$ cat config.mk
export PLATFORM = sky130hd
export DESIGN_NAME = lsx_exec
export DESIGN_NICKNAME = d
export VERILOG_FILES = /design/src/pkg/lsx_pkg.sv /design/src/lsx_exec.sv
export SDC_FILE = /design/constraint.sdc
export NUM_CORES = 2
export LEC_CHECK = 0
export BUFFER_PORTS_ARGS = -buffer_cell sky130_fd_sc_hd__buf_2
export CAP_MARGIN = 20
export CORE_MARGIN = 4
export CORE_UTILIZATION = 25
export DETAILED_ROUTE_END_ITERATION = 10
export PLACE_DENSITY_LB_ADDON = 0.25
export SLEW_MARGIN = 20
export SYNTH_ARGS = -nofsm -noshare
export SYNTH_HDL_FRONTEND = slang
export SYNTH_SLANG_ARGS = --single-unit
$ cat constraint.sdc
create_clock -name clk -period 16.2 [get_ports clk]
set_input_delay 1.62 -clock clk [delete_from_list [all_inputs] [get_ports clk]]
set_output_delay 1.62 -clock clk [all_outputs]
set_load 0.01 [all_outputs]
$ cat src/pkg/lsx_pkg.sv
package lsx_pkg;

	// Register byte offsets
	localparam logic [7:0] OFS_CTRL     = 8'h00;
	localparam logic [7:0] OFS_INSTR    = 8'h04;
	localparam logic [7:0] OFS_SRCA_LO  = 8'h08;
	localparam logic [7:0] OFS_SRCA_HI  = 8'h0C;
	localparam logic [7:0] OFS_SRCB_LO  = 8'h10;
	localparam logic [7:0] OFS_SRCB_HI  = 8'h14;
	localparam logic [7:0] OFS_RES_LO   = 8'h18;
	localparam logic [7:0] OFS_RES_HI   = 8'h1C;
	localparam logic [7:0] OFS_STATUS   = 8'h20;
	localparam logic [7:0] OFS_IRQ_STAT = 8'h24;
	localparam logic [7:0] OFS_IRQ_CLR  = 8'h28;
	localparam logic [7:0] OFS_IRQ_EN   = 8'h2C;
	localparam logic [7:0] OFS_PBOT_LO  = 8'h30;
	localparam logic [7:0] OFS_PBOT_HI  = 8'h34;
	localparam logic [7:0] OFS_PTOP_LO  = 8'h38;
	localparam logic [7:0] OFS_PTOP_HI  = 8'h3C;

	// Control register fields
	localparam int CTRL_GO_BIT   = 0;
	localparam int CTRL_M64_BIT  = 1;
	localparam int CTRL_KERN_BIT = 2;
	localparam int CTRL_BCPU_BIT = 3;
	localparam int CTRL_BMEM_BIT = 4;
	localparam int CTRL_SWAP_BIT = 5;
	localparam logic [5:0] CTRL_RESET = 6'h00;

	// Interrupt status fields
	localparam int IRQ_DONE_BIT = 0;
	localparam int IRQ_EXC_BIT  = 1;

	// Opcodes and function codes
	localparam logic [5:0] OP_SPECIAL  = 6'h00;
	localparam logic [5:0] OP_DISJ_IMM = 6'h0D;
	localparam logic [5:0] OP_ST_BYTE  = 6'h28;
	localparam logic [5:0] OP_ST_UPPER = 6'h2C;
	localparam logic [5:0] OP_ST_LOWER = 6'h2D;
	localparam logic [5:0] OP_ST_DWORD = 6'h3F;
	localparam logic [5:0] FN_NOR      = 6'h27;
	localparam logic [5:0] FN_OR       = 6'h25;
	localparam logic [5:0] FN_UMUL     = 6'h19;

	// Access types sent to memory
	localparam logic [2:0] ACC_BYTE  = 3'h0;
	localparam logic [2:0] ACC_DWORD = 3'h7;

	typedef enum logic [2:0] {
		EXC_NONE    = 3'h0,
		EXC_ADDR    = 3'h1,
		EXC_RESV    = 3'h2,
		EXC_REFILL  = 3'h3,
		EXC_INVALID = 3'h4,
		EXC_MODIFY  = 3'h5,
		EXC_BUS     = 3'h6
	} lsx_exc_t;

	typedef enum logic [2:0] {
		ST_IDLE  = 3'b001,
		ST_XLATE = 3'b010,
		ST_STORE = 3'b100
	} lsx_state_t;

	typedef struct packed {
		logic [63:0] vaddr;
		logic [2:0]  offset;
		logic [2:0]  acc_type;
		logic [63:0] data;
	} lsx_store_t;

endpackage : lsx_pkg

$ cat src/lsx_exec.sv
// Notes on behaviour
// - Function 100111 writes inverted OR of both sources, never traps.
// - OR writes bitwise OR of both sources, never traps.
// - Immediate OR zero-extends immediate into low halfword; upper bits pass.
// - Store byte 101000 forms base plus signed offset, stores lowest byte.
// - Byte lane is address low bits XOR cpu order; data shifted, byte type.
// - Store doubleword 111111 traps address error on misaligned address.
// - Aligned store doubleword translates and stores full 64-bit register.
// - Doubleword stores need 64-bit or kernel mode, else reserved trap.
// - Stores report TLB refill, invalid, modify, bus and address errors.
// - Upper-part store writes top byte first, down to doubleword end.
// - Unaligned doubleword stores never trap for misalignment.
// - Unaligned stores XOR offset with swap flag; little memory forces zero.
// - Upper-part data is register shifted down; access type is lane.
// - Lower-part store 101101 writes low byte first, upward in doubleword.
// - Lower-part data shifted up by lane bytes; type is seven minus lane.
// - Upper-part offset follows memory order and physical address; type equals lane.
// - Unsigned multiply puts low word bottom, high word top, sign-extended in 64-bit mode, else zero-extended.
module lsx_exec #(
	parameter int PA_W = 32
) (
	// Clock and reset
	input  wire logic              clk,
	input  wire logic              resetn,
	// Avalon-MM slave
	input  wire logic [7:0]        avs_address,
	input  wire logic              avs_read,
	input  wire logic              avs_write,
	input  wire logic [31:0]       avs_writedata,
	input  wire logic [3:0]        avs_byteenable,
	output logic      [31:0]       avs_readdata,
	output logic                   avs_waitrequest,
	// Interrupt
	output logic                   irq,
	// Address translation
	output logic                   xl_req,
	output logic      [63:0]       xl_vaddr,
	input  wire logic              xl_ack,
	input  wire logic [PA_W-1:0]   xl_paddr,
	input  wire logic [2:0]        xl_exc,
	// Memory store
	output logic                   st_valid,
	output lsx_pkg::lsx_store_t    st_req,
	input  wire logic              st_ready,
	input  wire logic              st_berr
);
	import lsx_pkg::*;

	function automatic logic [31:0] be_merge(input logic [31:0] old, input logic [31:0] nw,
						 input logic [3:0] be);
		logic [31:0] r;
		r = old;
		for (int i = 0; i < 4; i++) begin
			if (be[i]) begin
				r[8*i +: 8] = nw[8*i +: 8];
			end
		end
		return r;
	endfunction : be_merge

	function automatic logic [63:0] sext32(input logic [31:0] w);
		return {{32{w[31]}}, w};
	endfunction : sext32

	// Registers
	logic [5:0]  ctrl_q;
	logic        go_q;
	logic [31:0] instr_q;
	logic [63:0] srca_q;
	logic [63:0] srcb_q;
	logic [63:0] result_q;
	logic [63:0] pbot_q;
	logic [63:0] ptop_q;
	logic [1:0]  irq_stat_q;
	logic [1:0]  irq_en_q;
	logic        ack_q;
	logic [31:0] rdata_q;
	lsx_state_t  state_q;
	lsx_exc_t    exc_q;
	logic [5:0]  kind_q;
	logic [63:0] vaddr_q;
	logic [2:0]  lane_q;
	logic [2:0]  type_q;
	logic [63:0] data_q;
	logic [2:0]  offs_q;
	lsx_store_t  store_q;

	// Mode flags
	wire m64  = ctrl_q[CTRL_M64_BIT];
	wire kern = ctrl_q[CTRL_KERN_BIT];
	wire bcpu = ctrl_q[CTRL_BCPU_BIT];
	wire bmem = ctrl_q[CTRL_BMEM_BIT];
	wire swap = ctrl_q[CTRL_SWAP_BIT];

	// Bus decode
	wire        bus_req  = avs_read | avs_write;
	wire        wr_fire  = avs_write & ack_q;
	wire [31:0] wd       = avs_writedata;
	wire [3:0]  be       = avs_byteenable;
	logic [31:0] rd_mux;
	always_comb begin
		unique case (avs_address)
			OFS_CTRL:     rd_mux = {26'h000_0000, ctrl_q};
			OFS_INSTR:    rd_mux = instr_q;
			OFS_SRCA_LO:  rd_mux = srca_q[31:0];
			OFS_SRCA_HI:  rd_mux = srca_q[63:32];
			OFS_SRCB_LO:  rd_mux = srcb_q[31:0];
			OFS_SRCB_HI:  rd_mux = srcb_q[63:32];
			OFS_RES_LO:   rd_mux = result_q[31:0];
			OFS_RES_HI:   rd_mux = result_q[63:32];
			OFS_STATUS:   rd_mux = {28'h000_0000, exc_q, ~state_q[0]};
			OFS_IRQ_STAT: rd_mux = {30'h0000_0000, irq_stat_q};
			OFS_IRQ_EN:   rd_mux = {30'h0000_0000, irq_en_q};
			OFS_PBOT_LO:  rd_mux = pbot_q[31:0];
			OFS_PBOT_HI:  rd_mux = pbot_q[63:32];
			OFS_PTOP_LO:  rd_mux = ptop_q[31:0];
			OFS_PTOP_HI:  rd_mux = ptop_q[63:32];
			default:      rd_mux = 32'h0000_0000;
		endcase
	end

	assign avs_waitrequest = bus_req & ~ack_q;
	assign avs_readdata    = rdata_q;

	// Instruction decode
	wire [5:0]  opc     = instr_q[31:26];
	wire [5:0]  fn      = instr_q[5:0];
	wire [15:0] imm     = instr_q[15:0];
	wire        is_sp   = (opc == OP_SPECIAL);
	wire        op_nor  = is_sp & (fn == FN_NOR);
	wire        op_or   = is_sp & (fn == FN_OR);
	wire        op_mul  = is_sp & (fn == FN_UMUL);
	wire        op_dimm = (opc == OP_DISJ_IMM);
	wire        op_stb  = (opc == OP_ST_BYTE);
	wire        op_std  = (opc == OP_ST_DWORD);
	wire        op_stu  = (opc == OP_ST_UPPER);
	wire        op_stl  = (opc == OP_ST_LOWER);
	wire        op_dw   = op_std | op_stu | op_stl;
	wire        op_st   = op_stb | op_dw;
	wire        op_alu  = op_nor | op_or | op_mul | op_dimm;
	wire        dw_ok   = m64 | kern;

	wire [63:0] vaddr   = srca_q + {{48{imm[15]}}, imm};
	wire [2:0]  lane    = vaddr[2:0] ^ {3{bcpu}};
	wire [5:0]  lsh     = {lane, 3'b000};
	wire [5:0]  rsh     = 6'd56 - lsh;

	// ALU results
	wire [63:0] res_nor = ~(srca_q | srcb_q);
	wire [63:0] res_or  = srca_q | srcb_q;
	wire [63:0] res_ori = {srca_q[63:16], imm | srca_q[15:0]};
	wire [63:0] prod    = {32'h0000_0000, srca_q[31:0]} * {32'h0000_0000, srcb_q[31:0]};
	wire [63:0] p_bot   = m64 ? sext32(prod[31:0]) : {32'h0000_0000, prod[31:0]};
	wire [63:0] p_top   = m64 ? sext32(prod[63:32]) : {32'h0000_0000, prod[63:32]};

	// Store data and access type
	logic [63:0] sdata;
	logic [2:0]  stype;
	always_comb begin
		sdata = srcb_q;
		stype = ACC_DWORD;
		if (op_stb) begin
			sdata = srcb_q << lsh;
			stype = ACC_BYTE;
		end else if (op_stu) begin
			sdata = srcb_q >> rsh;
			stype = lane;
		end else if (op_stl) begin
			sdata = srcb_q << lsh;
			stype = ACC_DWORD - lane;
		end
	end

	// alignment check for full doubleword only
	wire        misal   = op_std & (vaddr[2:0] != 3'h0);
	lsx_exc_t   pre_exc;
	assign pre_exc = (op_dw & ~dw_ok) ? EXC_RESV : (misal ? EXC_ADDR : EXC_NONE);

	wire        unal_q  = (kind_q == OP_ST_UPPER) | (kind_q == OP_ST_LOWER);
	wire [2:0]  poffs   = (unal_q & ~bmem) ? 3'h0 : (xl_paddr[2:0] ^ {3{swap}});

	lsx_exc_t   xl_code;
	always_comb begin
		unique case (xl_exc)
			3'h1:    xl_code = EXC_REFILL;
			3'h2:    xl_code = EXC_INVALID;
			3'h3:    xl_code = EXC_MODIFY;
			3'h6:    xl_code = EXC_BUS;
			3'h4:    xl_code = EXC_ADDR;
			default: xl_code = EXC_NONE;
		endcase
	end

	wire start     = go_q & state_q[0];
	wire xl_done   = (state_q == ST_XLATE) & xl_ack;
	wire st_done   = (state_q == ST_STORE) & st_ready;
	wire ev_done   = (start & (op_alu | ~op_st | (pre_exc != EXC_NONE)))
		       | (xl_done & (xl_code != EXC_NONE)) | st_done;
	wire ev_exc    = (start & ((pre_exc != EXC_NONE) | ~(op_st | op_alu)))
		       | (xl_done & (xl_code != EXC_NONE)) | (st_done & st_berr);

	assign xl_req   = (state_q == ST_XLATE);
	assign xl_vaddr = vaddr_q;
	// write only issued after clean translation
	assign st_valid = (state_q == ST_STORE);
	assign st_req   = store_q;
	assign irq      = |(irq_stat_q & irq_en_q);

	always_comb begin
		store_q.vaddr    = vaddr_q;
		store_q.offset   = offs_q;
		store_q.acc_type = type_q;
		store_q.data     = data_q;
	end

	// Bus slave
	always_ff @(posedge clk) begin
		if (!resetn) begin
			ack_q   <= 1'b0;
			rdata_q <= 32'h0000_0000;
		end else begin
			ack_q   <= bus_req & ~ack_q;
			rdata_q <= (avs_read & ~ack_q) ? rd_mux : rdata_q;
		end
	end

	// Software registers
	always_ff @(posedge clk) begin
		if (!resetn) begin
			ctrl_q   <= CTRL_RESET;
			go_q     <= 1'b0;
			instr_q  <= 32'h0000_0000;
			srca_q   <= 64'h0000_0000_0000_0000;
			srcb_q   <= 64'h0000_0000_0000_0000;
			irq_en_q <= 2'h0;
		end else begin
			go_q <= wr_fire & (avs_address == OFS_CTRL) & be[0] & wd[CTRL_GO_BIT];
			if (wr_fire) begin
				unique case (avs_address)
					OFS_CTRL:    ctrl_q <= be[0] ? {wd[5:1], 1'b0} : ctrl_q;
					OFS_INSTR:   instr_q <= be_merge(instr_q, wd, be);
					OFS_SRCA_LO: srca_q[31:0] <= be_merge(srca_q[31:0], wd, be);
					OFS_SRCA_HI: srca_q[63:32] <= be_merge(srca_q[63:32], wd, be);
					OFS_SRCB_LO: srcb_q[31:0] <= be_merge(srcb_q[31:0], wd, be);
					OFS_SRCB_HI: srcb_q[63:32] <= be_merge(srcb_q[63:32], wd, be);
					OFS_IRQ_EN:  irq_en_q <= be[0] ? wd[1:0] : irq_en_q;
					default: ;
				endcase
			end
		end
	end

	// Sticky events, set wins over clear
	wire [1:0] clr = (wr_fire & (avs_address == OFS_IRQ_CLR) & be[0]) ? wd[1:0] : 2'h0;
	always_ff @(posedge clk) begin
		if (!resetn) begin
			irq_stat_q <= 2'h0;
		end else begin
			irq_stat_q <= (irq_stat_q & ~clr) | {ev_exc, ev_done};
		end
	end

	// Results
	always_ff @(posedge clk) begin
		if (!resetn) begin
			result_q <= 64'h0000_0000_0000_0000;
			pbot_q   <= 64'h0000_0000_0000_0000;
			ptop_q   <= 64'h0000_0000_0000_0000;
		end else if (start) begin
			if (op_nor) begin
				result_q <= res_nor;
			end
			if (op_or) begin
				result_q <= res_or;
			end
			if (op_dimm) begin
				result_q <= res_ori;
			end
			if (op_mul) begin
				pbot_q <= p_bot;
				ptop_q <= p_top;
			end
		end
	end

	// Store sequencer
	always_ff @(posedge clk) begin
		if (!resetn) begin
			state_q <= ST_IDLE;
			exc_q   <= EXC_NONE;
			kind_q  <= 6'h00;
			vaddr_q <= 64'h0000_0000_0000_0000;
			type_q  <= 3'h0;
			data_q  <= 64'h0000_0000_0000_0000;
			offs_q  <= 3'h0;
			lane_q  <= 3'h0;
		end else begin
			unique case (state_q)
				ST_IDLE: begin
					if (start) begin
						exc_q <= (op_st | op_alu) ? pre_exc : EXC_RESV;
						if (op_st & (pre_exc == EXC_NONE)) begin
							state_q <= ST_XLATE;
							kind_q  <= opc;
							vaddr_q <= vaddr;
							lane_q  <= lane;
							data_q  <= sdata;
							type_q  <= stype;
						end
					end
				end
				ST_XLATE: begin
					if (xl_ack) begin
						if (xl_code != EXC_NONE) begin
							exc_q   <= xl_code;
							state_q <= ST_IDLE;
						end else begin
							offs_q  <= poffs;
							state_q <= ST_STORE;
						end
					end
				end
				ST_STORE: begin
					if (st_ready) begin
						exc_q   <= st_berr ? EXC_BUS : EXC_NONE;
						state_q <= ST_IDLE;
					end
				end
				default: state_q <= ST_IDLE;
			endcase
		end
	end
endmodule : lsx_exec

==> out/results.ini <==
[status]
outcome=finished clean

[clocking]
root_buffer=clkbuf_16
cts.clk_slew.worst_paths_ns=0.06
clk_latency_ns=0.64
cts_tree=done
cts_max_path_buffers=3
cts_made_buffers=53
postCtsHoldBufs=0
post_cts_resized=0
cts_setup_buffers=0
htree_levels=2
clock_sink_count=478

[worst_setup_path]
r2r_cells=25
arrival_ns=9.46
r2r-start=srca_q[24]$_SDFFE_PN0P_
endpoint_kind=flop
rrSetupSlack_ns=7.25
startpoint_type=flop
timing.rr.end=ptop_q[62]$_SDFFE_PN0P_
worstPathRequired_ns=16.72
path_max_fanout=30
critPathKind=reg -> reg

[min_path]
hp-class=reg -> reg
hp-start=kind_q[1]$_SDFFE_PN0P_
holdPathStages=2
min_to=kind_q[1]$_SDFFE_PN0P_

[timing]
period_share_pct=55.24
rsz0062_at_grt=false
period_needed_ns=8.949
maxSlewHeadroom_pct=25.14
fin_tns_setup_ns=0
finClkSkew_ns=0.02508
whs_ns=0.4568
slew_viol_final=0
tightest_slew_ns=1.123
max_freq_mhz=111.8
finalSetupViolCount=0
hold_viol=0

[synth]
syn_nets=8734
yosysUniqueCellTypes=84
yosysWarnings=0
async_flop_share_pct=0
yosys_register_bits=478
synth-seq-area-share_pct=15.73
syn_inst=7409
synth.cell_area_um2=60840
synth_edf_count=0
synthFlopType=dfxtp_1
syn_avg_cell_area_um2=8.212

[placement]
place_hpwl_um=181800
port_buffers=290
gp_congestion=0.9402

[floorplan]
num_rows=180
die_w_um=501.3
core_area_um2=241400
ioPinCount=320
dieHeight_um=501.3
die_area_um2=251300
start_util_pct=25.20

[pwr]
worst_ir_drop_vdd_uv=73.07
powerDensity_nw_per_um2=38.54
p_total_w=0.002569
p_leak_nw=29.03

[route]
ant_nets=0
first_iter_violations=5567
first_pass_iters=6
wl_um=240000
wl_per_cell_um=22.88
viasPerCell=5.060
drc=0
vias=53080

[global_routing]
use_met2_pct=29.14
grt.met3_usage_pct=2.726
top_usage_layer=met2
grt_max_degree=133
grt_pass1_vias=53030
use_met1_pct=26.28
antenna_found_initial=31
grt_pass1_wl_um=357900
grt_usage_pct=18.69
overflow=0

[finish]
num-nets-final=8574
drive_above_1_share_pct=8.068
fillers=26060
area_delta_synth_final_pct=9.581

[job]
drv_cap=0

cells by family after synthesis:
family | Yosys count | share of synthesized area (%)
flops | 478 | 15.73
compound gates | 1334 | 14.02
simple gates | 2506 | 19.43
buf+inv | 1596 | 10.34
xor+xnor | 134 | 1.929
mux | 121 | 1.991
fa+ha+maj | 1240 | 36.56
cells in the mapped netlist, drive strengths merged (5+ instances only):
library cell | n | share of area, %
nand2 | 1059 | 6.5
inv | 969 | 6.0
fa | 897 | 30
and2 | 583 | 6.0
a21oi | 529 | 4.4
clkbuf | 502 | 3.1
dfxtp | 478 | 16
ha | 342 | 7.0
nor2 | 323 | 2.0
o21ai | 236 | 2.0
nand3 | 206 | 1.7
nor3 | 165 | 1.4
buf | 124 | 1.3
mux2i | 121 | 2.0
xnor2 | 92 | 1.3
a21o | 87 | 1.1
a22oi | 73 | 0.90
a221oi | 72 | 1.1
a211oi | 50 | 0.63
nand4 | 46 | 0.47
o211ai | 45 | 0.56
a222oi | 43 | 0.71
xor2 | 42 | 0.60
and3 | 33 | 0.34
a22o | 31 | 0.45
o221ai | 30 | 0.43
o21bai | 28 | 0.35
a31oi | 24 | 0.26
nor4 | 18 | 0.19
o21a | 18 | 0.22
or3 | 15 | 0.15
nor2b | 12 | 0.12
or2 | 12 | 0.12
nand2b | 8 | 0.082
nand3b | 8 | 0.099
and4 | 7 | 0.10
a221o | 6 | 0.099
o31ai | 6 | 0.097
a21boi | 5 | 0.062
a2bb2oi | 5 | 0.072
a311oi | 5 | 0.093
o211a | 5 | 0.082
cell usage in the layout, fill, tap and decap left out, types with 43 or more instances in the layout:
master / instances
nand2_1: 1058
inv_1: 968
fa_1: 897
and2_1: 581
a21oi_1: 525
dfxtp_1: 459
ha_1: 342
nor2_1: 311
buf_2: 291
o21ai_0: 225
nand3_1: 204
nor3_1: 161
mux2i_1: 121
buf_4: 120
xnor2_1: 89
a21o_1: 87
a22oi_1: 73
a221oi_1: 70
clkbuf_16: 55
a211oi_1: 48
nand4_1: 46
o211ai_1: 44
a222oi_1: 43
flip-flops by register name (all words and copies together), names as in the netlist, 5 cells and up:
signal / flops
instr_q: 32
pbot_q: 33
srcb_q: 64
xl_vaddr: 64
result_q: 64
ptop_q: 33
avs_readdata: 32
data_q: 64
srca_q: 64
kind_q: 5
ctrl_q: 5
how the worst max path moves through the flow:
stage | slack (ns) | start | cells after the start | end
after global routing | 7.02 | srca_q[24]$_SDFFE_PN0P_ | 25 | ptop_q[62]$_SDFFE_PN0P_
after CTS | 7.28 | srca_q[24]$_SDFFE_PN0P_ | 25 | ptop_q[62]$_SDFFE_PN0P_
after detailed placement | 7.30 | srca_q[24]$_SDFFE_PN0P_ | 25 | ptop_q[62]$_SDFFE_PN0P_
final | 7.25 | srca_q[24]$_SDFFE_PN0P_ | 25 | ptop_q[62]$_SDFFE_PN0P_
after floorplan | 8.86 | srcb_q[5]$_SDFFE_PN0P_ | 26 | ptop_q[62]$_SDFFE_PN0P_
after global placement | 7.27 | srca_q[24]$_SDFFE_PN0P_ | 25 | ptop_q[62]$_SDFFE_PN0P_
per-stage QoR:
step	setup slack (ns)	instance area, um^2	util, %	std cells
after floorplan	8.861	60840	-	7409
after global placement	7.272	64760	26.82	10380
after detailed placement	7.302	64770	26.83	10380
after CTS	7.281	66620	27.60	10470
after global routing	7.018	66640	27.60	10480
final	7.251	66670	27.62	10490
where the power goes:
| group | switching [W] | leakage, nW | internal [W] |
|---|---|---|---|
| registers | 0.000000584 | 3.86 | 0.00118 |
| clock network | 0.000546 | 0.913 | 0.000783 |
| logic | 0.0000549 | 24.3 | 0.0000100 |
| total | 0.000601 | 29.0 | 0.00197 |
routing by layer:
layer  share of wire, %  routed length (um)
met1                 44              106700
met2                 44              106100
met3                7.4               17670
met4                3.9                9395
met5              0.020                  48
area by class of cell:
cell class,instances,area (um^2),share of cell area (%)
flip-flops and latches,478,9593,14.39
well taps,3185,3985,5.977
diodes,17,42.54,0.06381
clock buffers,75,1572,2.357
multi-input cells,5335,45190,67.78
repair buffers,411,2357,3.536
clock inverters,19,282.8,0.4241
inverters,970,3649,5.472
critical path: stages, from the launching register on:
cell and delay, ns:
dfxtp_1 0.83, buf_4 0.57, and2_1 0.24, fa_1 0.42, fa_1 0.50, fa_1 0.53
inv_1 0.05, fa_1 0.47, inv_1 0.05, fa_1 0.48, fa_1 0.50, fa_1 0.52
inv_1 0.06, fa_1 0.49, inv_1 0.04, ha_1 0.39, nand2_1 0.07, o21ai_0 0.35
a31oi_1 0.14, or4b_2 0.64, a21oi_2 0.36, a211oi_1 0.18, a21oi_1 0.29, a221o_1 0.27
mux2i_1 0.24, o21ai_0 0.11
Note: power is estimated with default switching activity, not from simulation.
